## src/hw/nvm_pkg.sv

```systemverilog
// shared constants and types of the data eeprom access and write guard block
// assumes one 20 MHz clock and a word-aligned avalon-mm register map
package nvm_pkg;

  // ****************************************
  // array geometry
  // ****************************************
  localparam int ADDR_W = 6;
  localparam int DATA_W = 8;
  localparam int DEPTH  = 64;

  // ****************************************
  // register byte offsets
  // ****************************************
  localparam logic [4:0] OFS_ADDR = 5'h00;  // nvm_address_reg
  localparam logic [4:0] OFS_DATA = 5'h04;  // nvm_data_reg
  localparam logic [4:0] OFS_BANK = 5'h08;  // bank_select_pointer
  localparam logic [4:0] OFS_PTR  = 5'h0c;  // indirect_pointer_one
  localparam logic [4:0] OFS_PORT = 5'h10;  // indirect_access_port_one
  localparam logic [4:0] OFS_IRQ  = 5'h14;  // interrupt enables and flags
  localparam logic [4:0] OFS_STAT = 5'h18;  // busy and fail status

  // the control register is reached only at this pointer in this bank
  localparam logic [7:0] CTRL_PTR  = 8'h40;
  localparam logic [7:0] CTRL_BANK = 8'h01;

  // ****************************************
  // field positions
  // ****************************************
  localparam int RD_TRIG_BIT   = 0;
  localparam int RD_PERMIT_BIT = 1;
  localparam int WR_TRIG_BIT   = 2;
  localparam int WR_PERMIT_BIT = 3;
  localparam int GIE_BIT       = 0;
  localparam int MF_IE_BIT     = 1;
  localparam int NVM_IE_BIT    = 2;
  localparam int MF_FLAG_BIT   = 3;
  localparam int NVM_FLAG_BIT  = 4;
  localparam int BUSY_BIT      = 0;
  localparam int FAIL_BIT      = 1;

  // ****************************************
  // timing
  // ****************************************
  localparam int CLK_PERIOD_NS = 50;
  localparam int TICK_TIME_NS  = 1000;
  localparam int TICK_DIV      = TICK_TIME_NS / CLK_PERIOD_NS;
  localparam int WRITE_TIME_US = 2000;
  localparam int WRITE_TICKS   = WRITE_TIME_US * 1000 / TICK_TIME_NS;
  localparam int DIV_W         = 8;
  localparam int TICK_W        = 16;

  // ****************************************
  // types
  // ****************************************
  typedef enum logic [1:0] {ST_IDLE, ST_READ, ST_LOAD, ST_WRITE} nvm_state_t;

  typedef struct packed {
    logic              we;
    logic              re;
    logic [ADDR_W-1:0] addr;
    logic [DATA_W-1:0] wdata;
  } mem_req_t;

  typedef struct packed {
    logic [ADDR_W-1:0] addr;
    logic [DATA_W-1:0] data;
    logic [7:0]        bank;
    logic [7:0]        ptr;
    logic              write_permit;
    logic              wr_trig;
    logic              read_permit;
    logic              rd_trig;
    logic              global_irq_enable;
    logic              mf_irq_enable;
    logic              nvm_irq_enable;
    logic              mf_irq_flag;
    logic              nvm_irq_flag;
    logic              fail;
    nvm_state_t        st;
    logic [DIV_W-1:0]  div;
    logic [TICK_W-1:0] ticks;
    logic              ack;
    logic [31:0]       rdata;
  } guard_state_t;

endpackage

```

## src/hw/nvm_cell_array.sv

```systemverilog
// 64 x 8 nonvolatile cell array with registered read data
// assumes at most one of read or write per cycle, driven by the guard logic
`timescale 1ns/100ps
`default_nettype none

module nvm_cell_array (
  // clock and reset
  input  wire logic              ref_clk_i,
  input  wire logic              reset_i,
  // access request
  input  wire nvm_pkg::mem_req_t req_i,
  // read data
  output logic [7:0]             rdata_o
);

  typedef struct packed {
    logic [nvm_pkg::DEPTH-1:0][nvm_pkg::DATA_W-1:0] cells;
    logic [nvm_pkg::DATA_W-1:0]                     rdata;
  } cell_state_t;

  cell_state_t s_reg;
  cell_state_t s_next;

  // cells keep their content over reset, only the read register clears
  always_comb begin
    s_next = s_reg;
    if (req_i.we) begin
      s_next.cells[req_i.addr] = req_i.wdata;
    end
    if (req_i.re) begin
      s_next.rdata = s_reg.cells[req_i.addr];
    end
    if (reset_i) begin
      s_next.rdata = 8'h00;
    end
  end

  always_ff @(posedge ref_clk_i) begin
    s_reg <= s_next;
  end

  assign rdata_o = s_reg.rdata;

endmodule

`default_nettype wire

```

## src/hw/eeprom_access_write_guard.sv

```systemverilog
// data eeprom access control: banked control register, timed write, interrupt flags
// assumes an avalon-mm master with waitrequest and a cpu core giving halt and stack state
`timescale 1ns/100ps
`default_nettype none

module eeprom_access_write_guard #(
  parameter int                          TICK_DIV    = nvm_pkg::TICK_DIV,
  parameter logic [nvm_pkg::TICK_W-1:0]  WRITE_TICKS = nvm_pkg::TICK_W'(nvm_pkg::WRITE_TICKS)
) (
  // clock and reset
  input  wire logic        ref_clk_i,
  input  wire logic        reset_i,
  // avalon-mm slave
  input  wire logic [4:0]  avs_address,
  input  wire logic        avs_read,
  input  wire logic        avs_write,
  input  wire logic [31:0] avs_writedata,
  input  wire logic [3:0]  avs_byteenable,
  output logic [31:0]      avs_readdata,
  output logic             avs_waitrequest,
  // cpu core side
  input  wire logic        power_down_i,
  input  wire logic        stack_full_i,
  input  wire logic        irq_ack_i,
  output logic             irq_vector_req_o,
  output logic             nvm_busy_o
);

  localparam logic [nvm_pkg::DIV_W-1:0] DIV_LAST = nvm_pkg::DIV_W'(TICK_DIV - 1);

  nvm_pkg::guard_state_t s_reg;
  nvm_pkg::guard_state_t s_next;
  nvm_pkg::mem_req_t     mem_req;
  logic [7:0]            mem_rdata;

  // ****************************************
  // cell array
  // ****************************************
  nvm_cell_array u_cells (
    .ref_clk_i (ref_clk_i),
    .reset_i   (reset_i),
    .req_i     (mem_req),
    .rdata_o   (mem_rdata)
  );

  // ****************************************
  // next state
  // ****************************************
  logic       tick;
  logic       ctrl_sel;
  logic       wr_last;
  logic       bus_req;
  logic       wr_take;
  logic [7:0] wbyte;
  logic [7:0] rbyte;

  // one comb process: bus, sequencer, flags; hardware sets come last so they win
  always_comb begin
    s_next   = s_reg;
    tick     = (s_reg.div == DIV_LAST);
    ctrl_sel = (s_reg.bank == nvm_pkg::CTRL_BANK) && (s_reg.ptr == nvm_pkg::CTRL_PTR);
    wr_last  = tick && (s_reg.ticks == WRITE_TICKS - nvm_pkg::TICK_W'(1));
    bus_req  = avs_read || avs_write;
    wr_take  = avs_write && s_reg.ack && avs_byteenable[0];
    wbyte    = avs_writedata[7:0];
    mem_req  = '0;
    rbyte    = 8'h00;

    // tick divider stands in for the slow write timer clock
    s_next.div = tick ? '0 : s_reg.div + nvm_pkg::DIV_W'(1);

    // read mux; unmapped offsets and other bank 1 words read zero
    case (avs_address)
      nvm_pkg::OFS_ADDR: rbyte = {2'h0, s_reg.addr};
      nvm_pkg::OFS_DATA: rbyte = s_reg.data;
      nvm_pkg::OFS_BANK: rbyte = s_reg.bank;
      nvm_pkg::OFS_PTR:  rbyte = s_reg.ptr;
      nvm_pkg::OFS_PORT: rbyte = ctrl_sel ? {4'h0, s_reg.write_permit, s_reg.wr_trig,
                                             s_reg.read_permit, s_reg.rd_trig} : 8'h00;
      nvm_pkg::OFS_IRQ:  rbyte = {3'h0, s_reg.nvm_irq_flag, s_reg.mf_irq_flag,
                                  s_reg.nvm_irq_enable, s_reg.mf_irq_enable, s_reg.global_irq_enable};
      nvm_pkg::OFS_STAT: rbyte = {6'h00, s_reg.fail, s_reg.st != nvm_pkg::ST_IDLE};
      default:           rbyte = 8'h00;
    endcase

    // one wait cycle, then the answer; read data is captured in the wait cycle
    s_next.ack = bus_req && !s_reg.ack;
    if (bus_req && !s_reg.ack) begin
      s_next.rdata = {24'h000000, rbyte};
    end

    // software writes take effect at the edge where waitrequest is low
    if (wr_take) begin
      case (avs_address)
        nvm_pkg::OFS_ADDR: s_next.addr = wbyte[nvm_pkg::ADDR_W-1:0];
        nvm_pkg::OFS_DATA: s_next.data = wbyte;
        nvm_pkg::OFS_BANK: s_next.bank = wbyte;
        nvm_pkg::OFS_PTR:  s_next.ptr  = wbyte;
        nvm_pkg::OFS_PORT: begin
          if (ctrl_sel) begin
            s_next.write_permit = wbyte[nvm_pkg::WR_PERMIT_BIT];
            s_next.read_permit  = wbyte[nvm_pkg::RD_PERMIT_BIT];
            // a trigger counts only if its permit was already set; busy ignores starts
            if (s_reg.st == nvm_pkg::ST_IDLE) begin
              if (wbyte[nvm_pkg::WR_TRIG_BIT] && s_reg.write_permit) begin
                s_next.wr_trig = 1'b1;
                s_next.fail    = 1'b0;
                s_next.ticks   = '0;
                s_next.st      = nvm_pkg::ST_WRITE;
              end else if (wbyte[nvm_pkg::RD_TRIG_BIT] && s_reg.read_permit) begin
                s_next.rd_trig = 1'b1;
                s_next.fail    = 1'b0;
                s_next.st      = nvm_pkg::ST_READ;
              end
            end
          end
        end
        nvm_pkg::OFS_IRQ: begin
          s_next.global_irq_enable = wbyte[nvm_pkg::GIE_BIT];
          s_next.mf_irq_enable     = wbyte[nvm_pkg::MF_IE_BIT];
          s_next.nvm_irq_enable    = wbyte[nvm_pkg::NVM_IE_BIT];
          s_next.mf_irq_flag       = wbyte[nvm_pkg::MF_FLAG_BIT];
          s_next.nvm_irq_flag      = wbyte[nvm_pkg::NVM_FLAG_BIT];  // only software or reset clears it
        end
        default: begin
        end
      endcase
    end

    // vector taken clears the parent flag only; the nvm flag stays set
    if (irq_ack_i) begin
      s_next.mf_irq_flag = 1'b0;
    end

    // access sequencer
    case (s_reg.st)
      nvm_pkg::ST_READ: begin
        mem_req.re   = 1'b1;
        mem_req.addr = s_reg.addr;
        s_next.st    = nvm_pkg::ST_LOAD;
      end
      nvm_pkg::ST_LOAD: begin
        // a halt in the load cycle leaves the old data in place
        if (!power_down_i) begin
          s_next.data = mem_rdata;  // held until the next access
        end
        s_next.rd_trig = 1'b0;
        s_next.st      = nvm_pkg::ST_IDLE;
      end
      nvm_pkg::ST_WRITE: begin
        if (tick) begin
          s_next.ticks = s_reg.ticks + nvm_pkg::TICK_W'(1);
        end
        if (wr_last && !power_down_i) begin
          mem_req.we          = 1'b1;
          mem_req.addr        = s_reg.addr;
          mem_req.wdata       = s_reg.data;
          s_next.wr_trig      = 1'b0;
          s_next.nvm_irq_flag = 1'b1;  // only writes get here
          s_next.mf_irq_flag  = 1'b1;  // set wins over a same-cycle clear
          s_next.st           = nvm_pkg::ST_IDLE;
        end
      end
      default: begin
      end
    endcase

    // halting mid access aborts it; the sequencer already held back store, flags and load,
    // so software updates made in this same cycle still stand
    if (power_down_i && (s_reg.st != nvm_pkg::ST_IDLE)) begin
      s_next.wr_trig = 1'b0;
      s_next.rd_trig = 1'b0;
      s_next.fail    = 1'b1;
      s_next.st      = nvm_pkg::ST_IDLE;
    end

    // synchronous reset: permits off, bank zero, everything idle
    if (reset_i) begin
      s_next = '0;  // clears write_permit and bank
      mem_req = '0;  // no store lands on the reset edge
      s_next.st = nvm_pkg::ST_IDLE;
    end
  end

  // ****************************************
  // state register
  // ****************************************
  always_ff @(posedge ref_clk_i) begin
    s_reg <= s_next;
  end

  // ****************************************
  // outputs
  // ****************************************
  // vector only with all three enables and room on the stack
  assign irq_vector_req_o = s_reg.global_irq_enable && s_reg.nvm_irq_enable &&
                            s_reg.mf_irq_enable && s_reg.mf_irq_flag && !stack_full_i;
  assign avs_waitrequest  = (avs_read || avs_write) && !s_reg.ack;
  assign avs_readdata     = s_reg.rdata;
  assign nvm_busy_o       = (s_reg.st != nvm_pkg::ST_IDLE);

endmodule

`default_nettype wire

```

## config.mk

```make
export PLATFORM = sky130hd
export DESIGN_NAME = eeprom_access_write_guard
export DESIGN_NICKNAME = d
export VERILOG_FILES = /design/src/hw/nvm_pkg.sv /design/src/hw/nvm_cell_array.sv /design/src/hw/eeprom_access_write_guard.sv
export SDC_FILE = /design/constraint.sdc
export NUM_CORES = 1
export LEC_CHECK = 0
export BUFFER_PORTS_ARGS = -buffer_cell sky130_fd_sc_hd__buf_2
export CELL_PAD_IN_SITES_DETAIL_PLACEMENT = 0
export CELL_PAD_IN_SITES_GLOBAL_PLACEMENT = 1
export CORE_UTILIZATION = 59
export CTS_BUF_LIST = sky130_fd_sc_hd__clkbuf_4 sky130_fd_sc_hd__clkbuf_8
export DETAILED_ROUTE_END_ITERATION = 10
export GPL_TIMING_DRIVEN = 0
export PLACE_DENSITY = 0.86
export SYNTH_ARGS = -nofsm -noshare
export SYNTH_HDL_FRONTEND = slang
export SYNTH_HIERARCHICAL = 1
export SYNTH_SLANG_ARGS = --single-unit
```

## constraint.sdc

```tcl
create_clock -name ref_clk_i -period 6.5 [get_ports ref_clk_i]
set_clock_uncertainty 0.15 [all_clocks]
set_input_delay 0 -clock ref_clk_i [delete_from_list [all_inputs] [get_ports ref_clk_i]]
set_output_delay 0 -clock ref_clk_i [all_outputs]
set_load 0.005 [all_outputs]
```

=== Word-level counts from Yosys, hierarchy flattened ===
Index checks and enable logic that the tools add are counted.

* Register bits after elaboration: 595
* Input port bits: 48
* Output and inout port bits: 35

* $add $sub $neg: 2
* $lt $le $gt $ge: 2
* Equal/unequal tests: 13
* Multiplexer cells: 48
* Bitwise operators: 1
* Reduce and logical (&&, ||, !) cells: 36

{| class="wikitable"
|+ Operator list
! kind !! count
|-
| $bwmux 512 || 1
|-
| $mux 16 || 8
|-
| $mux 8 || 8
|-
| $pmux 8 s7 || 1
|-
| $bmux 8 s6 || 1
|-
| $demux 8 s6 || 1
|-
| $mux 36 || 1
|-
| $mux 3 || 6
|-
| $add 16x1->16 const B || 1
|-
| $eq 16x11->1 const B || 1
|-
| $eq 5x5->1 const B || 3
|-
| $logic_and 1x1->1 || 14
|-
| $mux 14 || 1
|-
| $mux 4 || 3
|-
| $pmux 6 s2 || 1
|-
| $mux 1 || 11
|-
| $eq 5x4->1 const B || 2
|-
| $reduce_bool 2->1 || 5
|-
| $add 8x1->8 const B || 1
|-
| $eq 8x1->1 const B || 1
|-
| $eq 8x5->1 const B || 1
|-
| $eq 8x7->1 const B || 1
|-
| $reduce_and 2->1 || 4
|-
| $lt 6x7->1 const B || 1
|-
| 18 further kinds || 24
|}

=== Depth between registers and ports, before layout ===
* Word-level depth: 11
* Depth in mapped cells: 15
* Mapped depth without buffers: 11

=== Cells and area by module ===
The synthesis kept the hierarchy.

{| class="wikitable"
|+ By module, submodules not included
! module !! times used !! cells each !! area an instance (sq um)
|-
| nvm_cell_array || 1 || 1,172 || 20,504.7
|-
| eeprom_access_write_guard || 1 || 459 || 4,066.4
|}

=== Worst setup path before layout ===
Ideal clock, no wire load.

* Kind: reg-to-reg
* Start point: register s_reg[44] (netlist name)
* End point: register u_cells/s_reg[176] (netlist bit), enable pin
* Arrival: 3.293 ns
* Data required time: 5.980 ns
* Path slack: 2.687 ns
* Stages on the path, launching flop included: 12
* Buffers on the path: 3
* Clock period less this slack: 3.813 ns
* Cell sequence: dfxtp_1 -> or4_1 -> or3_4 -> o21a_1 -> nor3b_1 -> buf_6 -> buf_6 -> buf_2 -> nand2_1 -> nor2_1 -> nand2_1 -> nor2_1

{| class="wikitable"
|+ RTL lines
! what !! line !! text
|-
| end signal: assignment || nvm_cell_array.sv:39 || <nowiki>s_reg <= s_next;</nowiki>
|-
| end: declaration || nvm_cell_array.sv:21 || <nowiki>cell_state_t s_reg;</nowiki>
|}

==> flow_summary.ini <==
[setup_path]
critPathKind = flip-flop to flip-flop
worstPathArrival_ps = 6030
crit_buf_inv = 3
path_delay_family = simple AND/OR/NAND/NOR gates
path_depth = 12
path_cells = ha_1 -> nand4bb_1 -> or4_4 -> o21a_1 -> nor3b_1 -> buf_6 -> buf_6 -> buf_2 -> nand2_1 -> nor2_1 -> nand2_1 -> nor2_1
critical_path.startpoint = s_reg[49]
timing.rr.end = u_cells/s_reg[304]
critPathMaxStageDelay_ps = 960
cp.required_ps = 6650
slowest_stage = nor2_1
crit_fanout = 10
crit_path_end = u_cells/s_reg[304]
cp-start-kind = flip-flop
r2r-start = s_reg[49]
reg2reg_depth = 12
reg2reg_slack_ps = 620
cp-end-kind = flip-flop

[clock_network]
clk_pin_slew_ps = 60
ctsHtreeMaxLevel = 3
clock_latency_ps = 690
cts_made_buffers = 93
cts.sinks = 595
ctsLongestPathBuffers = 3
clockRootBuffer = clkbuf_8
tritoncts = done
cts_resized = 0

[logic_synthesis]
async_reset_ff_share_pct = 0
synth_area_um2 = 24570
synthSimpleGateAreaFrac_pct = 6.839
yosys_warnings = 6
synth_top_family_by_area = compound AO/OA/AOI/OAI gates
syn_avg_cell_area_um2 = 15.07
synth_seq_cells = 595
synth-xor-area-share_pct = 0.2139
synthAdderAreaFrac_pct = 0.1018
synth_edf_count = 512
synthFlopType = edfxtp_1
synth_compound_area_share_pct = 10.33
synthDistinctLibCells = 78
muxShareOfSynthArea_pct = 9.283
synth_seq_area_share_pct = 69.33
netlist_instances = 1631

[detailed_routing]
via_count = 16400
avgViaCountPerCell = 6.757
ant_nets = 0
post_drt_wl_per_cell_um = 31.37
drt_pass1_iterations = 5
drcViolationCount = 0
totalWireLength_mm = 76.15
drt-initial-drc-count = 2578

[status]
outcome = finished clean

[timing]
layout_setup_ws_ps = 615.2
fmax_mhz = 169.9
relSlewSlack_pct = 14.36
rsz0062_at_grt = false
tns_ps = 0
hold_viol = 0
drv_slew = 0
tightest_slew_ps = 1285
finalSetupViolCount = 0
fin_crit_ps = 5885
timing.final.crit_share_pct = 90.54

[pwr]
p_leak_nw = 8.119
p_per_area_nw_per_um2 = 266.9
ir_worst_vdd_uv = 227.6

[placed_design]
gp_congestion = 1.003
pre_cts_slack_ps = 828.8
dpl.hpwl_mm = 49.55
io_buffers = 30

[global_routing]
grtUsageTotal_pct = 36.43
grt_overflow_total = 0
grt_max_degree = 53
grt_pass1_vias = 15261
antenna_found_initial = 0
grt_pass1_wl_mm = 106.4

[floorplan]
rows = 74
io-pin-count = 83
die_area_um2 = 42470
start_util_pct = 60.04
die_x_um = 206.1
fp.coreArea_um2 = 40920
die_h_um = 206.1

[finish]
area_growth_pct = 13.71
fin_util_pct = 68.27
layout-drive-gt1-share_pct = 21.79
largest_reg_flops = 512
fin_nets = 1872
diodes = 0
n_fill_cell = 2816

[flow_run]
max-cap-violations = 0

[hold_path]
min_path_type = primary input to flip-flop
## tightest hold or removal path: cells and delay by family
kind | cells | cell delay, ps
buffers and inverters | 2 | 660
AND/OR/NAND/NOR | 1 | 90
multiplexers | 1 | 80
## Yosys cell counts, types with 26 or more instances
| master | count | share of area (%) |
|---|---|---|
| edfxtp_1 | 512 | 63 |
| nor2_1 | 138 | 2.1 |
| mux2i_1 | 100 | 4.1 |
| dfxtp_1 | 83 | 6.8 |
| a221oi_1 | 60 | 2.1 |
| mux2_2 | 59 | 2.7 |
| nand2_1 | 59 | 0.90 |
| a22oi_1 | 49 | 1.5 |
| buf_4 | 49 | 1.5 |
| a21oi_1 | 48 | 0.98 |
| buf_2 | 43 | 0.88 |
| o21ai_0 | 38 | 0.77 |
| clkbuf_1 | 34 | 0.52 |
| nand3_1 | 32 | 0.65 |
| mux4_2 | 26 | 2.4 |
## metal layers
layer  vias to the layer above  global-route usage [%]  share of wire [%]
met1                      8114                   49.73                 37
met3                       221                   10.23                 14
met2                      1254                   53.79                 44
met5                         -                       0                  0
li1                       6811                       -                  -
met4                         0                   18.33                5.4
## through the flow
stage | total power (W) | area [µm²] | hold WS (ps) | std cells
5_1_grt | 0.007645 | 27940 | 56.52 | 2427
2_1_floorplan | 0.004211 | 24660 | -118.9 | 1654
4_1_cts | 0.007474 | 27940 | 7.535 | 2427
3_5_place_dp | 0.004237 | 25640 | 69.15 | 2224
6_report | 0.007458 | 27940 | 45.65 | 2427
3_3_place_gp | 0.004236 | 25470 | 74.01 | 2216
## layout by cell type (no fill, tap or decap), drive strengths merged, types with 6 or more instances in the layout
cell / count
a211oi: 10
a21oi: 48
a221o: 8
a221oi: 61
a22o: 18
a22oi: 49
a311oi: 16
a31o: 6
a31oi: 11
and2: 12
and3: 11
buf: 153
bufinv: 6
clkbuf: 164
clkinv: 28
conb: 24
dfxtp: 83
dlygate4sd3: 35
edfxtp: 512
inv: 13
mux2: 61
mux2i: 100
mux4: 26
nand2: 59
nand3: 32
nand4: 8
nor2: 140
nor2b: 10
nor3: 14
nor3b: 9
o21ai: 39
o22a: 7
o22ai: 14
or3: 12
## worst min-delay path by stage
stage / to / depth (start not counted) / slack [ps] / startpoint
3_5_place_dp: irq_vector_req_o / 3 / 70 / stack_full_i
6_report: s_reg[82] / 4 / 50 / avs_writedata[5]
2_1_floorplan: irq_vector_req_o / 1 / -120 / stack_full_i
4_1_cts: s_reg[82] / 4 / 8 / avs_writedata[5]
3_3_place_gp: irq_vector_req_o / 3 / 70 / stack_full_i
5_1_grt: s_reg[82] / 4 / 60 / avs_writedata[5]
## timing repair
action | CTS | global route
setup endpoints to repair | 0 | 0
endpoints found under the hold margin | 61 | 0
setup buffers | 0 | 0
hold buffers | 35 | 0
## logic make-up (layout without fill, tap and decap cells)
group,count (synthesis),in the layout
AOI/OAI and AO/OA,340,340
adders and majority gates,2,2
muxes,187,187
xor gates and xnor gates,6,6
buffers and inverters,161,402
DFF,595,595
and+or+nand+nor,339,339
other,1,24
## report_power, final
part | internal, W | total (W) | switching [W]
registers | 0.00409 | 0.00409 | 0.00000225
logic | 0.0000351 | 0.0000811 | 0.0000460
clock network | 0.00184 | 0.00329 | 0.00145
## cell type report
cell class / instances / area [µm²] / area share [%]
Clock inverter: 38 / 332.8 / 1.191
Sequential cell: 595 / 17040 / 60.97
Inverter: 12 / 45.04 / 0.1612
Multi-Input combinational cell: 898 / 6676 / 23.90
Tap cell: 532 / 665.6 / 2.382
Timing Repair Buffer: 73 / 660.6 / 2.364
Buffer: 149 / 909.6 / 3.256
Clock buffer: 130 / 1614 / 5.777
(Power assumes the default switching activity.)
